File: config.mk
export PLATFORM = sky130hd
export DESIGN_NAME = output_driver_control_protect
export DESIGN_NICKNAME = d
export VERILOG_FILES = /design/src/core/output_driver_control_protect.v
export VERILOG_INCLUDE_DIRS = /design/src /design/src/common
export SDC_FILE = /design/constraint.sdc
export NUM_CORES = 1
export LEC_CHECK = 0
export BUFFER_PORTS_ARGS = -buffer_cell sky130_fd_sc_hd__buf_2
export CAP_MARGIN = 20
export CORE_MARGIN = 3
export CORE_UTILIZATION = 55
export DETAILED_ROUTE_END_ITERATION = 8
export PLACE_DENSITY = 0.89
export SLEW_MARGIN = 20
export SYNTH_ARGS = -nofsm -noshare
export SYNTH_HDL_FRONTEND = slang
export SYNTH_SLANG_ARGS = --single-unit
export TNS_END_PERCENT = 30
File: constraint.sdc
create_clock -name clk -period 4.9 [get_ports clk]
set_input_delay 0.98 -clock clk [delete_from_list [all_inputs] [get_ports clk]]
set_output_delay 0.98 -clock clk [all_outputs]
set_load 0.01 [all_outputs]
File: src/common/output_driver_defines.vh
`ifndef OUTPUT_DRIVER_DEFINES_VH
`define OUTPUT_DRIVER_DEFINES_VH

// ----------------------------------------------------------------
// register addresses: bit 7 is the page, bits 6..0 the register
// ----------------------------------------------------------------
`define ADDR_SW_RESET 8'h01
`define ADDR_FLAGS_A 8'h2d
`define ADDR_FLAGS_B 8'h2e
`define ADDR_STEP_CTRL 8'h3f
`define ADDR_REG_SEL 8'h82
`define ADDR_HP_PWR 8'h89
`define ADDR_HP_DRIVE 8'h8a
`define ADDR_HP_PROT 8'h8b
`define ADDR_ROUTE 8'h8c
`define ADDR_HP_GAIN 8'h90
`define ADDR_SPK_PWR 8'had
`define ADDR_SPK_VOL 8'hae
`define ADDR_SPK_GAIN 8'hb0
`define ADDR_STAGE_STAT 8'hbf

// ----------------------------------------------------------------
// field positions
// ----------------------------------------------------------------
`define BIT_SW_RESET 0
`define BIT_OT_FLAG 7
`define BIT_HP_SC_FLAG 5
`define BIT_SPK_SC_FLAG 7
`define BIT_HP_PWR 5
`define BIT_HP_HALF 2
`define BIT_HP_SC_MODE 1
`define BIT_ROUTE_SPK 3
`define BIT_HP_MUTE 6
`define BIT_SPK_PWR 1
`define BIT_HP_ON 7
`define BIT_SPK_ON 6
`define BIT_VOL_BUSY 0

// ----------------------------------------------------------------
// reset values
// ----------------------------------------------------------------
`define RST_STEP 2'h0
`define RST_REG_SEL 2'h0
`define RST_HP_GAIN 6'h00
`define RST_SPK_ATTEN 7'h7f
`define RST_SPK_GAIN 3'h0

// ----------------------------------------------------------------
// timing, clock period 8 ns
// ----------------------------------------------------------------
`define CLK_NS 8
`define STEP0_NS 1000
`define STEP1_NS 2000
`define STEP2_NS 500
`define SOFTSTART_NS 4000
`define STEP0_CYC ((`STEP0_NS + `CLK_NS - 1) / `CLK_NS)
`define STEP1_CYC ((`STEP1_NS + `CLK_NS - 1) / `CLK_NS)
`define STEP2_CYC ((`STEP2_NS + `CLK_NS - 1) / `CLK_NS)
`define SOFTSTART_CYC ((`SOFTSTART_NS + `CLK_NS - 1) / `CLK_NS)

`endif

File: src/core/output_driver_control_protect.v
// The address-and-strobe port and the address map were chosen for this implementation.
`timescale 1ns/1ps
`default_nettype none
`include "output_driver_defines.vh"

module output_driver_control_protect
(
    input wire clk,
    input wire srst,
    input wire [7:0] addr,
    input wire [7:0] wrData,
    input wire wrStb,
    input wire rdStb,
    output reg [7:0] rdData,
    input wire hpShortDet,
    input wire spkShortDet,
    input wire overTemp,
    output reg hpEnable,
    output reg hpHalfDrive,
    output reg hpCurrentLimit,
    output reg [5:0] hpGain,
    output reg hpMute,
    output reg spkEnable,
    output reg spkSwitchEn,
    output reg [2:0] spkGain,
    output reg spkMute,
    output reg [6:0] spkAtten,
    output reg spkRoute,
    output reg [1:0] regulatorSelect
);

    // ------------------------------------------------------------
    // helpers
    // ------------------------------------------------------------
    // timing counts are whole integers; keep only the bits the counters hold
    localparam [31:0] STEP0_W = `STEP0_CYC;
    localparam [31:0] STEP1_W = `STEP1_CYC;
    localparam [31:0] STEP2_W = `STEP2_CYC;
    localparam [31:0] SOFTSTART_W = `SOFTSTART_CYC - 1;
    localparam [8:0] SOFTSTART_LAST = SOFTSTART_W[8:0];

    function [7:0] stepCycles;
        input [1:0] code;
        begin
            case (code)
                2'h0: stepCycles = STEP0_W[7:0];
                2'h1: stepCycles = STEP1_W[7:0];
                2'h2: stepCycles = STEP2_W[7:0];
                default: stepCycles = 8'h01;
            endcase
        end
    endfunction

    // write decode shared by the power bits and the software reset
    function wrTo;
        input stb;
        input [7:0] a;
        input [7:0] target;
        begin
            wrTo = stb && (a == target);
        end
    endfunction

    // a stage is up once its ramp counter has reached the last soft-start cycle
    function rampDone;
        input [8:0] cnt;
        begin
            rampDone = (cnt == SOFTSTART_LAST);
        end
    endfunction

    // ------------------------------------------------------------
    // state
    // ------------------------------------------------------------
    reg [1:0] stepCode_r;
    reg [1:0] regSel_r;
    reg hpPwr_r;
    reg hpHalf_r;
    reg hpScMode_r;
    reg route_r;
    reg [5:0] hpGain_r;
    reg hpMute_r;
    reg spkPwr_r;
    reg [6:0] spkTarget_r;
    reg [2:0] spkGain_r;
    reg hpScFlag_r;
    reg spkScFlag_r;
    reg [6:0] spkCur_r;
    reg [7:0] stepCnt_r;
    reg [8:0] hpRamp_r;
    reg [8:0] spkRamp_r;
    reg hpOn_r;
    reg spkOn_r;
    reg swReset_r;
    reg [7:0] rdNxt;

    wire wrHit;
    wire hpPwrWr;
    wire spkPwrWr;
    wire hpTrip;
    wire spkTrip;
    wire volBusy;
    wire stepTick;

    assign wrHit = wrStb;
    assign hpPwrWr = wrTo(wrHit, addr, `ADDR_HP_PWR);
    assign spkPwrWr = wrTo(wrHit, addr, `ADDR_SPK_PWR);
    // short only counts against a stage that is powered
    assign hpTrip = hpShortDet && hpPwr_r && hpScMode_r;
    assign spkTrip = spkShortDet && spkPwr_r;
    assign volBusy = (spkCur_r != spkTarget_r);
    assign stepTick = (stepCnt_r == 8'h00);

    // ------------------------------------------------------------
    // control registers
    // ------------------------------------------------------------
    always @(posedge clk)
    begin
        if (srst || swReset_r)
        begin
            stepCode_r <= `RST_STEP;
            regSel_r <= `RST_REG_SEL;
            hpPwr_r <= 1'b0;
            hpHalf_r <= 1'b0;
            hpScMode_r <= 1'b0;
            route_r <= 1'b0;
            hpGain_r <= `RST_HP_GAIN;
            hpMute_r <= 1'b1;
            spkPwr_r <= 1'b0;
            spkTarget_r <= `RST_SPK_ATTEN;
            spkGain_r <= `RST_SPK_GAIN;
            swReset_r <= 1'b0;
        end
        else
        begin
            // software reset is a one-cycle pulse that takes effect at the next edge
            swReset_r <= wrTo(wrHit, addr, `ADDR_SW_RESET) && wrData[`BIT_SW_RESET];
            if (wrHit)
            begin
                case (addr)
                    `ADDR_STEP_CTRL: stepCode_r <= wrData[1:0];
                    `ADDR_REG_SEL: regSel_r <= wrData[5:4];
                    `ADDR_HP_DRIVE: hpHalf_r <= wrData[`BIT_HP_HALF];
                    `ADDR_HP_PROT: hpScMode_r <= wrData[`BIT_HP_SC_MODE];
                    `ADDR_ROUTE: route_r <= wrData[`BIT_ROUTE_SPK];
                    `ADDR_HP_GAIN:
                    begin
                        hpGain_r <= wrData[5:0];
                        hpMute_r <= wrData[`BIT_HP_MUTE];
                    end
                    `ADDR_SPK_VOL: spkTarget_r <= wrData[6:0];
                    `ADDR_SPK_GAIN: spkGain_r <= wrData[6:4];
                    default: ;
                endcase
            end
            // protective shutdown beats a same-cycle rewrite of the power bit
            if (hpTrip)
                hpPwr_r <= 1'b0;
            else if (hpPwrWr)
                hpPwr_r <= wrData[`BIT_HP_PWR];
            if (spkTrip)
                spkPwr_r <= 1'b0;
            else if (spkPwrWr)
                spkPwr_r <= wrData[`BIT_SPK_PWR];
        end
    end

    // ------------------------------------------------------------
    // fault flags: sticky, cleared by rewriting the power bit to 1
    // ------------------------------------------------------------
    always @(posedge clk)
    begin
        if (srst || swReset_r)
        begin
            hpScFlag_r <= 1'b0;
            spkScFlag_r <= 1'b0;
        end
        else
        begin
            // a short on a powered stage in the cycle of a rewrite keeps the flag set
            if (hpShortDet && hpPwr_r)
                hpScFlag_r <= 1'b1;
            else if (hpPwrWr && wrData[`BIT_HP_PWR])
                hpScFlag_r <= 1'b0;
            if (spkShortDet && spkPwr_r)
                spkScFlag_r <= 1'b1;
            else if (spkPwrWr && wrData[`BIT_SPK_PWR])
                spkScFlag_r <= 1'b0;
        end
    end

    // ------------------------------------------------------------
    // speaker volume soft-stepping
    // ------------------------------------------------------------
    always @(posedge clk)
    begin
        if (srst || swReset_r)
        begin
            spkCur_r <= `RST_SPK_ATTEN;
            stepCnt_r <= 8'h00;
        end
        // the pace counter reloads while idle, so a new target waits a full step
        else if (!volBusy)
        begin
            stepCnt_r <= stepCycles(stepCode_r) - 8'h01;
        end
        else if (stepTick)
        begin
            stepCnt_r <= stepCycles(stepCode_r) - 8'h01;
            if (spkCur_r < spkTarget_r)
                spkCur_r <= spkCur_r + 7'h01;
            else
                spkCur_r <= spkCur_r - 7'h01;
        end
        else
        begin
            stepCnt_r <= stepCnt_r - 8'h01;
        end
    end

    // ------------------------------------------------------------
    // soft-start of each stage, independent of the other
    // ------------------------------------------------------------
    always @(posedge clk)
    begin
        if (srst || swReset_r)
        begin
            hpRamp_r <= 9'h000;
            spkRamp_r <= 9'h000;
            hpOn_r <= 1'b0;
            spkOn_r <= 1'b0;
        end
        else
        begin
            // dropping the power bit restarts the ramp from zero
            if (!hpPwr_r)
            begin
                hpRamp_r <= 9'h000;
                hpOn_r <= 1'b0;
            end
            else if (rampDone(hpRamp_r))
                hpOn_r <= 1'b1;
            else
                hpRamp_r <= hpRamp_r + 9'h001;
            if (!spkPwr_r)
            begin
                spkRamp_r <= 9'h000;
                spkOn_r <= 1'b0;
            end
            else if (rampDone(spkRamp_r))
                spkOn_r <= 1'b1;
            else
                spkRamp_r <= spkRamp_r + 9'h001;
        end
    end

    // ------------------------------------------------------------
    // outputs
    // ------------------------------------------------------------
    always @(posedge clk)
    begin
        if (srst || swReset_r)
        begin
            hpEnable <= 1'b0;
            hpHalfDrive <= 1'b0;
            hpCurrentLimit <= 1'b0;
            hpGain <= `RST_HP_GAIN;
            hpMute <= 1'b1;
            spkEnable <= 1'b0;
            spkSwitchEn <= 1'b0;
            spkGain <= `RST_SPK_GAIN;
            spkMute <= 1'b1;
            spkAtten <= `RST_SPK_ATTEN;
            spkRoute <= 1'b0;
            regulatorSelect <= `RST_REG_SEL;
        end
        else
        begin
            // an enable drops at the very edge that sees a trip
            hpEnable <= hpOn_r && hpPwr_r && !hpTrip;
            hpHalfDrive <= hpHalf_r;
            hpCurrentLimit <= hpShortDet && hpPwr_r && !hpScMode_r;
            hpGain <= hpGain_r;
            hpMute <= hpMute_r;
            spkEnable <= spkOn_r && spkPwr_r && !spkTrip;
            // heat only stops switching; the stage stays powered and resumes when cool
            spkSwitchEn <= spkOn_r && spkPwr_r && !spkTrip && !overTemp;
            spkGain <= spkGain_r;
            spkMute <= (spkGain_r == 3'h0);
            spkAtten <= spkCur_r;
            spkRoute <= route_r;
            regulatorSelect <= regSel_r;
        end
    end

    // ------------------------------------------------------------
    // register read port
    // ------------------------------------------------------------
    always @*
    begin
        // flags and status are live views; only the read data is registered
        rdNxt = 8'h00;
        case (addr)
            `ADDR_FLAGS_A:
            begin
                rdNxt[`BIT_OT_FLAG] = overTemp;
                rdNxt[`BIT_HP_SC_FLAG] = hpScFlag_r;
            end
            `ADDR_FLAGS_B: rdNxt[`BIT_SPK_SC_FLAG] = spkScFlag_r;
            `ADDR_STEP_CTRL: rdNxt[1:0] = stepCode_r;
            `ADDR_REG_SEL: rdNxt[5:4] = regSel_r;
            `ADDR_HP_PWR: rdNxt[`BIT_HP_PWR] = hpPwr_r;
            `ADDR_HP_DRIVE: rdNxt[`BIT_HP_HALF] = hpHalf_r;
            `ADDR_HP_PROT: rdNxt[`BIT_HP_SC_MODE] = hpScMode_r;
            `ADDR_ROUTE: rdNxt[`BIT_ROUTE_SPK] = route_r;
            `ADDR_HP_GAIN: rdNxt = {1'b0, hpMute_r, hpGain_r};
            `ADDR_SPK_PWR: rdNxt[`BIT_SPK_PWR] = spkPwr_r;
            `ADDR_SPK_VOL: rdNxt[6:0] = spkTarget_r;
            `ADDR_SPK_GAIN: rdNxt[6:4] = spkGain_r;
            `ADDR_STAGE_STAT:
            begin
                rdNxt[`BIT_HP_ON] = hpOn_r;
                rdNxt[`BIT_SPK_ON] = spkOn_r;
                rdNxt[`BIT_VOL_BUSY] = volBusy;
            end
            default: rdNxt = 8'h00;
        endcase
    end

    always @(posedge clk)
    begin
        // read data stand only in the cycle after the strobe
        if (srst)
            rdData <= 8'h00;
        else if (rdStb)
            rdData <= rdNxt;
        else
            rdData <= 8'h00;
    end

endmodule // output_driver_control_protect

`default_nettype wire

==> metrics.txt <==
status=finished, final reports clean; unrepaired setup endpoints after global routing=false; Post-Syn Area per Cell=between 8 and 9 um^2; CTS tree=done; Hold/Removal Path Class=register to register; Max VDD drop=0.0002203 V; buffers added on ports=55; post-CTS sizing=0; DR iter-0 viols=~230; post-CTS setup buffer count=0; hold_buf cts=0; largest net degree at the start of global routing=31; vias per cell=5.738; top-area cell type share of the netlist area=46.71%; NumNets Final=approximately 570; placed cell area=4534 um^2; starting density of the core=between 50 and 60%; crit path kind=register to register; placed cells=610; H-tree depth=3; I/O Pins=between 50 and 60; CP endpoint kind=register; DIE AREA=~8700 um^2; startpoint types=register; Bufs on Longest Clock Path=2; Worst Path Max Fanout=8; CTS clk-pin slew, worst paths=around 0.10 ns; critical path required time=about 5.2 ns; R2R setup slack=1.70 ns; Tot GR Track Use=about 23%; First-pass DRT Iterations=5; pre-CTS WS=1.761 ns; Slew @ Worst Pin=a little over 0.9 ns; Max Cap Violations=0; setup TNS=0 ns; clk_lat worst skew=around 0.37 ns; final max-slew violation count=0; final worst slack=1.705 ns; Synth Cell Area=roughly 4200 um^2; initial antenna violation count=0; share of post-route cells with drive strength above 1=14.42%; Synth area leader=dfxtp_1; design area=between 4000 and 5000 um^2; main flop type after synthesis=dfxtp_1; via count=roughly 3,600; sequential element share of the synthesized area=roughly 47%; Warnings, synthesis=0; Congestion Overflow GR=0; first-pass GRT wire length=approximately 16 mm; DRC Markers=0; CTS Root Cell=clkbuf_8; CP arrival=between 3 and 4 ns; Yosys reg bits=98; setup violators final=0; Fmax=about 310 MHz; die height=between 90 and 100 um; post-route ant nets=0; post-synthesis net count=517; Routability Congestion=a little under 0.9; dpl hpwl=slightly below 7 mm; average wire per cell in the routed design=between 15 and 20 um; async set-reset flop share out of synthesis=0%; Hold Violations, Final=0; Worst slew margin=between 30% and 40%; Synth area leaders=dfxtp_1, ha_1, nand2_1, nor2_1, a21oi_1; Routed WL=between 9 and 10 mm; final period utilization=between 60% and 70%; Static Leak=~1.9 nW; Post-Syn Instances=around 470; Inserted Diodes=0; minimum clock period=3.195 ns; Area growth, synth to finish=12.18%; Non-Filler Instances=roughly 630; FP Rows=31; vias in the first global route=between 3,000 and 4,000; Worst Skew=about 0.011 ns; Sinks on Clock Net=98; Yosys cell types=46; Post-synth EDFFs=0; placeable core region=~7300 um^2; PD cells=~280 nW/um^2; Num CTS Buffers=9; die width=93.39 um
-- registers in the layout, summed over array words and instances (netlist names), 2 cells and up --
register         cells
rdData               8
hpRamp_r             9
spkGain_r            3
hpGain_r             6
regSel_r             2
hpGain               6
stepCode_r           2
spkTarget_r          7
spkCur_r             7
stepCnt_r            8
spkAtten             7
spkRamp_r            9
regulatorSelect      2
spkGain              3
-- cell usage in the layout (no fill, tap or decap), types with 2 or more instances in the layout --
cell type | netlist | final
dfxtp_1 | 98 | 98
nand2_1 | 56 | 56
buf_2 | 4 | 55
nor2_1 | 51 | 51
a21oi_1 | 31 | 31
ha_1 | 21 | 21
nand3_1 | 20 | 20
o21ai_0 | 19 | 19
inv_1 | 18 | 18
or3_1 | 15 | 15
mux2i_1 | 13 | 13
and2_1 | 13 | 13
xnor2_1 | 11 | 11
o211ai_1 | 10 | 10
xor2_1 | 9 | 9
clkbuf_8 | 0 | 9
a211oi_1 | 7 | 7
nor3_1 | 7 | 7
nand4_1 | 6 | 6
nor4_1 | 6 | 6
nor2b_1 | 5 | 5
a22oi_1 | 4 | 4
and3_1 | 4 | 4
nand3b_1 | 3 | 3
nor3b_1 | 3 | 3
a32oi_1 | 3 | 3
inv_6 | 0 | 3
a221oi_1 | 2 | 2
nand2b_1 | 2 | 2
a21o_1 | 2 | 2
a31oi_1 | 2 | 2
clkinvlp_4 | 0 | 2
-- synthesized netlist by cell type, types with 5 or more instances --
cell type,instances
xnor2_1,11
nand3_1,20
nor2_1,51
nand4_1,6
clkbuf_1,11
a211oi_1,7
mux2i_1,13
o21ai_0,19
ha_1,21
a21oi_1,31
o211ai_1,10
dfxtp_1,98
inv_1,18
and2_1,13
xor2_1,9
nor2b_1,5
nand2_1,56
or3_1,15
nor4_1,6
nor3_1,7
-- area by class of cell --
class / instances / area (um^2)
fill: 621 / 2619
multi-input combinational: 339 / 2098
sequential: 98 / 1962
timing repair buffer: 56 / 282.8
clock buffer: 10 / 127.6
tap: 99 / 123.9
inverter: 18 / 67.56
clock inverter: 6 / 50.05
-- final timing paths --
path | startpoint | to | cells after the start
setup / recovery | spkTarget_r[4]$_SDFFE_PP1P_ | spkCur_r[6]$_SDFFE_PP1P_ | 12
hold / removal | hpOn_r$_SDFFE_PP0N_ | hpEnable$_SDFF_PP0_ | 2
setup reg to reg | spkTarget_r[4]$_SDFFE_PP1P_ | spkCur_r[6]$_SDFFE_PP1P_ | 12
hold reg to reg | hpOn_r$_SDFFE_PP0N_ | hpEnable$_SDFF_PP0_ | 2
-- critical path: stages, from the launching register on --
cell,delay (ns)
dfxtp_1,0.34
inv_1,0.08
ha_1,0.31
a211oi_1,0.23
nor2_1,0.06
or3_1,0.47
fa_1,0.49
a211oi_1,0.34
o21bai_1,0.14
a21oi_1,0.19
xor2_1,0.09
or3_1,0.31
nand3_1,0.08
-- through the flow --
step	utilization, %	hold slack (ns)	power, mW
CTS	64.28	0.4693	1.349
global route	64.28	0.4984	1.389
finish	64.28	0.4671	1.343
global placement	61.85	0.4572	0.8765
detailed placement	61.85	0.4564	0.8787
floorplan	-	0.4233	0.8539
-- metal layers --
layer  GRT usage (%)  part of all wire (%)
met5               0                     0
met1           30.20                    44
met2           36.33                    48
met3           5.792                   6.5
met4           8.425                   1.5
-- kinds of logic after synthesis --
logic type / synth area share, %
AND/OR/NAND/NOR: 23.12
buffers and inverters: 3.336
multiplexers: 3.098
AO/OA/AOI/OAI: 12.84
XOR/XNOR: 4.170
flip-flops: 46.71
adder cells (fa/ha/maj): 6.732
-- power breakdown --
part           internal, mW  leakage [nW]  switching, mW  total (mW)
clock                 0.191        0.0839          0.290       0.481
sequential            0.799         0.792        0.00322       0.802
combinational        0.0199          1.01         0.0397      0.0596
total                  1.01          1.89          0.333        1.34
Note: power is estimated with default switching activity, not from simulation.
